### config.mk
export PLATFORM = sky130hd
export DESIGN_NAME = sgps_top
export DESIGN_NICKNAME = d
export VERILOG_FILES = /design/src/sgps_pkg.sv /design/src/sgps_top.sv /design/src/sgps_timer.sv
export SDC_FILE = /design/constraint.sdc
export NUM_CORES = 1
export LEC_CHECK = 0
export BUFFER_PORTS_ARGS = -buffer_cell sky130_fd_sc_hd__clkbuf_2
export CAP_MARGIN = 20
export CORE_UTILIZATION = 40
export CTS_CLUSTER_SIZE = 20
export DETAILED_ROUTE_END_ITERATION = 8
export PLACE_DENSITY = 0.66
export SLEW_MARGIN = 5
export SYNTH_ARGS = -nofsm -noshare
export SYNTH_HDL_FRONTEND = slang
export SYNTH_SLANG_ARGS = --single-unit
### constraint.sdc
create_clock -name clk_i -period 3.75 [get_ports clk_i]
set_clock_uncertainty 0.2 [all_clocks]
set_input_delay 0.75 -clock clk_i [delete_from_list [all_inputs] [get_ports clk_i]]
set_output_delay 0.75 -clock clk_i [all_outputs]
set_load 0.02 [all_outputs]
### src/sgps_pkg.sv
// Package for the switchgear position supervisor.
// Assumes a 100 MHz system clock; all timer counts derive from it.
package sgps_pkg;
    // ****************************************************************
    // Position codes
    // ****************************************************************
    localparam logic [1:0] POS_TRANSIT = 2'h0;
    localparam logic [1:0] POS_OPEN = 2'h1;
    localparam logic [1:0] POS_CLOSED = 2'h2;
    localparam logic [1:0] POS_FAULT = 2'h3;

    // ****************************************************************
    // Wiring modes
    // ****************************************************************
    localparam logic [1:0] WIRE_BOTH = 2'h0;
    localparam logic [1:0] WIRE_CLOSED_ONLY = 2'h1;
    localparam logic [1:0] WIRE_OPEN_ONLY = 2'h2;

    // ****************************************************************
    // Timing
    // ****************************************************************
    localparam int CLK_MHZ = 100;
    localparam int MOVE_TIME_MS = 100;
    localparam int SETTLE_TIME_MS = 0;
    localparam int MOVE_CYCLES = MOVE_TIME_MS * 1000 * CLK_MHZ;
    localparam int SETTLE_CYCLES = SETTLE_TIME_MS * 1000 * CLK_MHZ;
    localparam int TIMER_W = 32;
    localparam int NUM_INTERLOCKS = 3;

    // ****************************************************************
    // Register map
    // ****************************************************************
    localparam logic [3:0] REG_CONFIG = 4'h0;
    localparam logic [3:0] REG_STATUS = 4'h4;
    localparam logic [3:0] REG_MOVE_OPEN = 4'h8;
    localparam logic [3:0] REG_MOVE_CLOSE = 4'hC;
    localparam int ADDR_W = 4;
    // Config field positions.
    localparam int CFG_WIRE_LSB = 0;
    localparam int CFG_NOINPUT_BIT = 2;
    localparam int CFG_SETTLE_LSB = 8;
    localparam int CFG_SETTLE_W = 24;
    localparam logic [31:0] CFG_RESET = 32'h0000_0000;
endpackage

### src/sgps_top.sv
// Switchgear position supervisor: contact decode, travel and settle
// timing, interlocks, drive outputs and a classic Wishbone slave.
// Assumes contacts and commands are synchronous to clk_i.
//
// Functional notes
// - Open command runs open timer, shows transit.
// - Position before expiry valid, else fault.
// - Two contacts decode to codes 0..3.
// - Single contact wiring raises single contact flag.
// - Single contact supervises one direction only.
// - Closed-only: close success gives closed, success pulse.
// - Closed-only: expiry gives fault, drops transit.
// - Closed-only: settle timer after travel, then closed.
// - Closed-only contact decode 2, 0, 1.
// - Unassigned single contact forces code 3.
// - Open-only: open success gives open, success pulse.
// - Open-only: expiry gives fault, drops transit.
// - Open-only: settle timer after travel, then open.
// - Open-only contact decode 1, 0, 2.
// - Three interlocks per direction block commands.
// - Protection open and reclose bypass interlocks.
// - Close command runs close timer, valid or fault.
// - Drive held at most travel time, ends early.
//
// Added by the designer: the placing of the registers and the Wishbone register port.
module sgps_top #(
    parameter int MOVE_OPEN_DEF = sgps_pkg::MOVE_CYCLES,
    parameter int MOVE_CLOSE_DEF = sgps_pkg::MOVE_CYCLES,
    parameter int NIL = sgps_pkg::NUM_INTERLOCKS
) (
    input wire logic clk_i,
    input wire logic rst_i,
    input wire logic ce_i,
    // Wishbone slave.
    input wire logic cyc_i,
    input wire logic stb_i,
    input wire logic we_i,
    input wire logic [sgps_pkg::ADDR_W-1:0] adr_i,
    input wire logic [3:0] sel_i,
    input wire logic [31:0] dat_i,
    output logic [31:0] dat_o,
    output logic ack_o,
    // Auxiliary contacts.
    input wire logic aux_closed_i,
    input wire logic aux_open_i,
    // Command sources.
    input wire logic cmd_open_i,
    input wire logic cmd_close_i,
    input wire logic prot_open_i,
    input wire logic auto_reclose_i,
    input wire logic [NIL-1:0] ilock_open_i,
    input wire logic [NIL-1:0] ilock_close_i,
    // Drive relays and status.
    output logic drive_open_o,
    output logic drive_close_o,
    output logic pos_closed_o,
    output logic pos_open_o,
    output logic pos_transit_o,
    output logic pos_fault_o,
    output logic [1:0] pos_code_o,
    output logic single_contact_flag_o,
    output logic command_success_o,
    output logic cmd_blocked_o
);
    localparam int TW = sgps_pkg::TIMER_W;

    logic [31:0] cfg;
    logic [TW-1:0] move_open;
    logic [TW-1:0] move_close;
    logic [1:0] wiring;
    logic no_input;
    logic [TW-1:0] settle_load;
    logic [31:0] wr_mask;
    logic wb_req;

    // ****************************************************************
    // Wishbone slave
    // ****************************************************************
    // Ack comes one cycle after the request and drops the next cycle.
    assign wb_req = cyc_i && stb_i && !ack_o;

    always_comb begin
        for (int b = 0; b < 4; b++) begin
            wr_mask[b*8 +: 8] = {8{sel_i[b]}};
        end
    end

    // Ack generation; unmapped addresses are acked and read zero.
    always_ff @(posedge clk_i) begin
        if (rst_i) begin
            ack_o <= 1'b0;
        end else if (ce_i) begin
            ack_o <= wb_req;
        end
    end

    // Register writes take effect when ack is given.
    always_ff @(posedge clk_i) begin
        if (rst_i) begin
            cfg <= sgps_pkg::CFG_RESET;
            move_open <= TW'(MOVE_OPEN_DEF);
            move_close <= TW'(MOVE_CLOSE_DEF);
        end else if (ce_i && wb_req && we_i) begin
            unique case (adr_i)
                sgps_pkg::REG_CONFIG: cfg <= (cfg & ~wr_mask) | (dat_i & wr_mask);
                sgps_pkg::REG_MOVE_OPEN: begin
                    move_open <= (move_open & ~wr_mask) | (dat_i & wr_mask);
                end
                sgps_pkg::REG_MOVE_CLOSE: begin
                    move_close <= (move_close & ~wr_mask) | (dat_i & wr_mask);
                end
                default: ;
            endcase
        end
    end

    // Read data is registered alongside ack.
    always_ff @(posedge clk_i) begin
        if (rst_i) begin
            dat_o <= '0;
        end else if (ce_i && wb_req && !we_i) begin
            unique case (adr_i)
                sgps_pkg::REG_CONFIG: dat_o <= cfg;
                sgps_pkg::REG_STATUS: begin
                    dat_o <= {21'h00000, cmd_blocked_o, command_success_o,
                              drive_close_o, drive_open_o, single_contact_flag_o,
                              pos_fault_o, pos_transit_o, pos_open_o,
                              pos_closed_o, pos_code_o};
                end
                sgps_pkg::REG_MOVE_OPEN: dat_o <= move_open;
                sgps_pkg::REG_MOVE_CLOSE: dat_o <= move_close;
                default: dat_o <= '0;
            endcase
        end
    end

    assign wiring = cfg[sgps_pkg::CFG_WIRE_LSB +: 2];
    assign no_input = cfg[sgps_pkg::CFG_NOINPUT_BIT];
    assign settle_load = TW'(cfg[sgps_pkg::CFG_SETTLE_LSB +: sgps_pkg::CFG_SETTLE_W]);

    // ****************************************************************
    // Command qualification
    // ****************************************************************
    logic blk_open;
    logic blk_close;
    logic go_open;
    logic go_close;
    logic busy;

    // Any active interlock blocks its direction.
    assign blk_open = |ilock_open_i;
    assign blk_close = |ilock_close_i;

    // Protection and reclose bypass interlocks; open has priority.
    assign go_open = !busy && ((cmd_open_i && !blk_open) || prot_open_i);
    assign go_close = !busy && !go_open &&
                      ((cmd_close_i && !blk_close) || auto_reclose_i);

    always_ff @(posedge clk_i) begin
        if (rst_i) begin
            cmd_blocked_o <= 1'b0;
        end else if (ce_i) begin
            cmd_blocked_o <= (cmd_open_i && blk_open && !prot_open_i) ||
                             (cmd_close_i && blk_close && !auto_reclose_i);
        end
    end

    // ****************************************************************
    // Supervision sequencer
    // ****************************************************************
    typedef enum logic [1:0] {
        SGPS_IDLE,
        SGPS_MOVE,
        SGPS_SETTLE
    } sgps_state_t;

    sgps_state_t state;
    logic dir_close;
    logic fault_latch;
    logic reached;
    logic mv_start;
    logic mv_run;
    logic mv_exp;
    logic st_start;
    logic st_run;
    logic st_exp;
    logic supervised;
    logic settle_end;
    logic hold_target;

    assign busy = (state != SGPS_IDLE);
    assign mv_start = go_open || go_close;

    // Target position read from the contacts that are wired.
    always_comb begin
        unique case (wiring)
            sgps_pkg::WIRE_CLOSED_ONLY: reached = dir_close ? aux_closed_i : !aux_closed_i;
            sgps_pkg::WIRE_OPEN_ONLY: reached = dir_close ? !aux_open_i : aux_open_i;
            default: reached = dir_close ? (aux_closed_i && !aux_open_i)
                                         : (!aux_closed_i && aux_open_i);
        endcase
    end

    // Single contact only supervises its own direction.
    assign supervised = (wiring == sgps_pkg::WIRE_BOTH) ||
                        (wiring == sgps_pkg::WIRE_CLOSED_ONLY && dir_close) ||
                        (wiring == sgps_pkg::WIRE_OPEN_ONLY && !dir_close);

    sgps_timer #(.WIDTH(TW)) u_move (
        .clk_i(clk_i),
        .rst_i(rst_i),
        .ce_i(ce_i),
        .start_i(mv_start),
        .stop_i(state == SGPS_MOVE && reached),
        .load_i(go_close ? move_close : move_open),
        .run_o(mv_run),
        .expire_o(mv_exp)
    );

    // Settle starts when travel time ends, if a settle time is set.
    assign st_start = mv_exp && (settle_load != '0);

    sgps_timer #(.WIDTH(TW)) u_settle (
        .clk_i(clk_i),
        .rst_i(rst_i),
        .ce_i(ce_i),
        .start_i(st_start),
        .stop_i(1'b0),
        .load_i(settle_load),
        .run_o(st_run),
        .expire_o(st_exp)
    );

    assign settle_end = (state == SGPS_SETTLE) && !st_run && !st_start;

    // Sequencer; reset leaves no timer running.
    always_ff @(posedge clk_i) begin
        if (rst_i) begin
            state <= SGPS_IDLE;
            dir_close <= 1'b0;
            fault_latch <= 1'b0;
            hold_target <= 1'b0;
            command_success_o <= 1'b0;
        end else if (ce_i) begin
            command_success_o <= 1'b0;
            unique case (state)
                SGPS_IDLE: begin
                    if (mv_start) begin
                        state <= SGPS_MOVE;
                        dir_close <= go_close;
                        fault_latch <= 1'b0;
                        hold_target <= 1'b0;
                    end
                end
                SGPS_MOVE: begin
                    if (reached && mv_run) begin
                        // Success before expiry.
                        state <= SGPS_IDLE;
                        command_success_o <= 1'b1;
                    end else if (mv_exp) begin
                        // Expiry: fault if supervised and not reached, then settle if a settle time is set.
                        fault_latch <= supervised && !reached;
                        state <= st_start ? SGPS_SETTLE : SGPS_IDLE;
                    end
                end
                SGPS_SETTLE: begin
                    if (st_exp || settle_end) begin
                        state <= SGPS_IDLE;
                        fault_latch <= 1'b0;
                        // One contact cannot confirm, so the target is taken as reached.
                        hold_target <= (wiring != sgps_pkg::WIRE_BOTH);
                    end
                end
                default: state <= SGPS_IDLE;
            endcase
        end
    end

    // Drive held while travel timer runs, cut at arrival.
    assign drive_open_o = (state == SGPS_MOVE) && !dir_close && mv_run && !reached;
    assign drive_close_o = (state == SGPS_MOVE) && dir_close && mv_run && !reached;

    // ****************************************************************
    // Position decode
    // ****************************************************************
    logic timing;
    logic [1:0] code;

    // Transit shows while a supervised travel or a settle runs.
    assign timing = ((state == SGPS_MOVE) && mv_run && supervised) ||
                    (state == SGPS_SETTLE);

    always_comb begin
        code = sgps_pkg::POS_FAULT;
        if (wiring != sgps_pkg::WIRE_BOTH && no_input) begin
            code = sgps_pkg::POS_FAULT;
        end else if (state == SGPS_SETTLE) begin
            code = sgps_pkg::POS_TRANSIT;
        end else if (fault_latch || (state == SGPS_MOVE && mv_exp && supervised && !reached)) begin
            // The expiry cycle itself already shows fault, not a stale contact.
            code = sgps_pkg::POS_FAULT;
        end else if (hold_target) begin
            code = dir_close ? sgps_pkg::POS_CLOSED : sgps_pkg::POS_OPEN;
        end else begin
            unique case (wiring)
                sgps_pkg::WIRE_CLOSED_ONLY: begin
                    if (aux_closed_i) code = sgps_pkg::POS_CLOSED;
                    else if (timing) code = sgps_pkg::POS_TRANSIT;
                    else code = sgps_pkg::POS_OPEN;
                end
                sgps_pkg::WIRE_OPEN_ONLY: begin
                    if (aux_open_i) code = sgps_pkg::POS_OPEN;
                    else if (timing) code = sgps_pkg::POS_TRANSIT;
                    else code = sgps_pkg::POS_CLOSED;
                end
                default: begin
                    if (aux_closed_i && !aux_open_i) code = sgps_pkg::POS_CLOSED;
                    else if (!aux_closed_i && aux_open_i) code = sgps_pkg::POS_OPEN;
                    else if (timing) code = sgps_pkg::POS_TRANSIT;
                    else code = sgps_pkg::POS_FAULT;
                end
            endcase
        end
    end

    // Indications are registered from one code, so exactly one is set.
    always_ff @(posedge clk_i) begin
        if (rst_i) begin
            pos_code_o <= sgps_pkg::POS_FAULT;
            pos_closed_o <= 1'b0;
            pos_open_o <= 1'b0;
            pos_transit_o <= 1'b0;
            pos_fault_o <= 1'b1;
            single_contact_flag_o <= 1'b0;
        end else if (ce_i) begin
            pos_code_o <= code;
            pos_closed_o <= (code == sgps_pkg::POS_CLOSED);
            pos_open_o <= (code == sgps_pkg::POS_OPEN);
            pos_transit_o <= (code == sgps_pkg::POS_TRANSIT);
            pos_fault_o <= (code == sgps_pkg::POS_FAULT);
            single_contact_flag_o <= (wiring != sgps_pkg::WIRE_BOTH);
        end
    end
endmodule

### src/sgps_timer.sv
// Down-counting one-shot timer for travel and settle supervision.
// Assumes a synchronous reset and a shared clock enable.
module sgps_timer #(
    parameter int WIDTH = 32
) (
    input wire logic clk_i,
    input wire logic rst_i,
    input wire logic ce_i,
    input wire logic start_i,
    input wire logic stop_i,
    input wire logic [WIDTH-1:0] load_i,
    output logic run_o,
    output logic expire_o
);
    logic [WIDTH-1:0] count;

    // ****************************************************************
    // Counter
    // ****************************************************************
    // A load of zero never runs, so an unset settle time is skipped.
    always_ff @(posedge clk_i) begin
        if (rst_i) begin
            count <= '0;
            expire_o <= 1'b0;
        end else if (ce_i) begin
            expire_o <= 1'b0;
            if (stop_i) begin
                count <= '0;
            end else if (start_i) begin
                count <= load_i;
            end else if (count != '0) begin
                count <= count - 1'b1;
                if (count == {{(WIDTH-1){1'b0}}, 1'b1}) begin
                    expire_o <= 1'b1;
                end
            end
        end
    end

    assign run_o = (count != '0);
endmodule

==> results summary <==
The final setup TNS came out at 0 ns. Across every metal layer, demand over resource in global routing totals 0.267. The synthesized instance count is ~1400. In this run the count of I/O pins placed on the die edge is a little over 100. The routed length per placed instance is 21.0 µm.

The worst supply voltage drop on vdd is 0.346 mV. The remaining antenna violation count is 0. The largest stage delay on the critical path came out at 0.43 ns. Setup repair after global routing left no endpoint under its margin. The number of enable flip-flop cells after synthesis came out at 0. The number of antenna violations at the first check in global routing came out at 0.

The met1 global-route usage is 0.370. The highest net fanout along the worst path came out at 10. Of the cells placed in the final design, the portion with a size suffix greater than 1 is 0.168. STA classifies the critical path startpoint as a register. The max-slew violation count is 0. The logic depth of the worst register-to-register path is 9. The residual overflow from global routing came out at 0. Summing over every cut layer, the via total after detailed routing is 11300. The signal arrival time at the worst endpoint is 2.65 ns. The flow ran to the end, but the final reports show violations. The fraction of met3 tracks used by global routing is 0.0424.

Buffers placed on the I/O ports in this run total 101. The floorplan die area is 0.0276 mm². Max-cap violations in this run came to 0. The total of warnings raised by yosys came out at 0.

The horizontal die dimension came out at 166 µm. The number of vias per cell is about 6.3. The area added between synthesis and finish came out at 15.9%. Synthesis produced a netlist with a net count of 1442.

In this run the critical register-to-register path is launched from u_move.count[25]. Setup violations remaining at the end of the flow were counted as 0. For the pin with the worst max-slew slack, the measured transition is about 0.97 ns. The timing-limited maximum frequency is around 280 MHz. After clock tree synthesis, the clock-pin slew on the worst setup and hold paths is 0.06 ns.

The fraction of synthesis flops using an asynchronous set or reset pin is 0. The register area share after synthesis is 0.388. The checks that failed: DRC. At the later pin of the worst-skew pair, clock insertion delay measures approximately 0.53 ns. The post-route fraction of the period consumed by the critical path is 0.961.

The initial standard-cell utilization of the core is 0.411. The global routing stage identified its most utilized layer as met2. The tightest min-delay check is of the register to register type.

The worst setup path is of the register to output port kind. In the global route stage, met2 resource usage came out at 0.425. Row generation in the floorplan step produced between 50 and 60 rows. The netlist area before placement came out at 0.0108 mm².

The number of CTS-inserted buffers is 23. The first global-routing pass estimated 59.7 mm of wire. In the layout the commonest cells are sky130_fd_sc_hd__dfxtp_1 (209), sky130_fd_sc_hd__nand2_1 (175), sky130_fd_sc_hd__a21oi_1 (172). Entering global routing, the biggest net connects between 150 and 200 pins. The count of TritonRoute iterations in the first routing pass came out at 7. After filler insertion, the fill cell instance count of the layout stands at about 2600. The endpoint class of the critical path is an output port.

The slowest stage of the critical path belongs to the cell sky130_fd_sc_hd__ha_2. The worst slew margin relative to its limit is 0.348. For this run, design rule violations remaining after detail routing come to 1. Among all flip-flop cells after synthesis, the most frequent one is sky130_fd_sc_hd__dfxtp_1. The cell sitting at the root of the clock tree is a sky130_fd_sc_hd__clkbuf_16. The final antenna diode count came out at 0. The wire length reported by the detailed router came out at about 38 mm. The die is 166 µm tall. After the first detailed-routing iteration, the DRC count stood at 1176. The worst hold path cell count came out at 2. The static power due to leakage came out at between 4 and 5 nW. The number of hold violations in the final report came to 0. The endpoint of the most critical register-to-register path is u_move.count[1].

The average cell area after synthesis is 7.84 µm². TritonCTS built the clock tree. Leaving out fill and tap cells, the most frequent cell in the layout is sky130_fd_sc_hd__dfxtp_1. Total power for the finished layout comes to between 7 and 8 mW.

The post-layout net count is between 1500 and 2000. The region available for standard cell placement spans approximately 0.026 mm². The congestion estimate from routability-driven global placement came to roughly 0.95. The placement-stage worst setup slack came out at 0.558 ns. At the worst endpoint, the required time is roughly 2.8 ns. After synthesis the netlist holds a flip-flop and latch count of between 200 and 250. The reg-to-reg setup timing slack is 0.61 ns. The number of levels the H-tree was split into is 1.

The placed wire-length estimate is 26.6 mm. The number of buffers on the longest clock path came out at 3. CTS saw 209 sinks. The number of distinct library cells after synthesis came out at 74. The power density over the cells came out at between 500 and 600 mW/mm². The via count of the first global-routing pass was 10500. The signal on the critical path passes through inv_1, ha_2, mux2i_1, o211ai_1, o21ai_1, and3_2, and2_1, clkbuf_2. Hold repair after CTS inserted 0 buffers. The clock period minus worst slack is 3.60 ns. The worst path meets setup with 0.146 ns of slack.
-- routing by layer --
layer  up-vias  wire (µm)  part of all wire
li1       5259          -                 -
met1      5420      16200              0.43
met2       541      17400              0.46
met3        81       3170             0.084
met4         0       1030             0.027
met5         -          0                 0
-- cell type report --
cell class	instances	area, µm²	share of cell area
Multi-Input combinational cell	1046	6150	0.491
Sequential cell	209	4180	0.335
Timing Repair Buffer	154	931	0.0744
Clock buffer	34	697	0.0557
Tap cell	335	419	0.0335
Inverter	21	78.8	0.00630
Clock inverter	4	51.3	0.00410
-- synth_stat cells (5+ instances only) --
master | number | area, µm²
sky130_fd_sc_hd__dfxtp_1 | 209 | 4180
sky130_fd_sc_hd__a221oi_1 | 5 | 43.8
sky130_fd_sc_hd__nor2_1 | 103 | 387
sky130_fd_sc_hd__or3_1 | 17 | 106
sky130_fd_sc_hd__a32o_1 | 15 | 150
sky130_fd_sc_hd__buf_1 | 5 | 18.8
sky130_fd_sc_hd__xnor2_1 | 7 | 61.3
sky130_fd_sc_hd__nand4_1 | 16 | 100
sky130_fd_sc_hd__or4_1 | 12 | 90.1
sky130_fd_sc_hd__ha_1 | 7 | 87.6
sky130_fd_sc_hd__nand3_1 | 132 | 661
sky130_fd_sc_hd__o21ai_0 | 59 | 295
sky130_fd_sc_hd__a22o_1 | 12 | 105
sky130_fd_sc_hd__a31oi_1 | 6 | 37.5
sky130_fd_sc_hd__a22oi_1 | 38 | 285
sky130_fd_sc_hd__mux2i_1 | 7 | 70.1
sky130_fd_sc_hd__nor3_1 | 36 | 180
sky130_fd_sc_hd__a21oi_1 | 172 | 861
sky130_fd_sc_hd__o22ai_1 | 30 | 188
sky130_fd_sc_hd__nand2_1 | 175 | 657
sky130_fd_sc_hd__a211oi_1 | 9 | 67.6
sky130_fd_sc_hd__mux4_2 | 9 | 203
sky130_fd_sc_hd__o211ai_1 | 9 | 67.6
sky130_fd_sc_hd__nor4_1 | 25 | 156
sky130_fd_sc_hd__and2_1 | 12 | 75.1
sky130_fd_sc_hd__clkbuf_1 | 93 | 349
sky130_fd_sc_hd__nor2b_1 | 7 | 43.8
sky130_fd_sc_hd__mux2_2 | 25 | 282
sky130_fd_sc_hd__inv_1 | 21 | 78.8
sky130_fd_sc_hd__and3_1 | 5 | 31.3
sky130_fd_sc_hd__o311ai_0 | 7 | 61.3
sky130_fd_sc_hd__or2_2 | 7 | 43.8
-- worst max-delay path by stage --
stage / start / cells past startpoint / endpoint / slack (ns)
final: register / 8 / drive_open_o / 0.15
after global routing: u_move.count[1] / 8 / drive_open_o / 0.04
after CTS: register / 8 / drive_close_o / 0.05
after detailed placement: ilock_close_i[1] / 8 / u_move.count[27] / 0.56
after global placement: ilock_close_i[1] / 8 / u_move.count[27] / 0.61
after floorplan: ilock_close_i[1] / 7 / u_move.count[5] / 0.76
-- repair_timing --
action	4_1_cts	5_1_grt
endpoints found under the setup margin	2	2
buffers inserted	0	0
gates resized for setup	1	2
-- report_power, final --
group          internal, mW  leakage (nW)  switching, mW
registers              2.41          1.69          0.213
clock network          1.34         0.367          0.947
logic                 0.930          2.49           1.42
-- logic make-up (layout without fill, tap and decap cells) --
| kind of cell | count (synthesis) | after routing | synth area share |
|---|---|---|---|
| AOI/OAI and AO/OA | 412 | 412 | 0.244 |
| and+or+nand+nor | 577 | 577 | 0.259 |
| buffers and inverters | 122 | 213 | 0.0433 |
| adders and majority gates | 7 | 7 | 0.00811 |
| DFF | 209 | 209 | 0.388 |
| muxes | 41 | 41 | 0.0513 |
| xor gates and xnor gates | 9 | 9 | 0.00730 |
-- through the flow --
step	cells	util	hold WS, ns	instance area (µm²)
floorplan	1377	-	0.232	10800
global placement	1765	0.447	0.239	11800
detailed placement	1765	0.447	0.251	11800
CTS	1803	0.476	0.259	12500
global route	1803	0.476	0.278	12500
finish	1803	0.476	0.260	12500
-- worst max-delay path, delay by kind of cell (launching register included) --
family / cells / cell delay (ns)
multiplexers: 1 / 0.24
AND/OR/NAND/NOR: 2 / 0.45
AO/OA/AOI/OAI: 2 / 0.34
flip-flops: 1 / 0.41
buffers and inverters: 2 / 0.25
adder cells (fa/ha/maj): 1 / 0.43
Note: power is estimated with default switching activity, not from simulation.
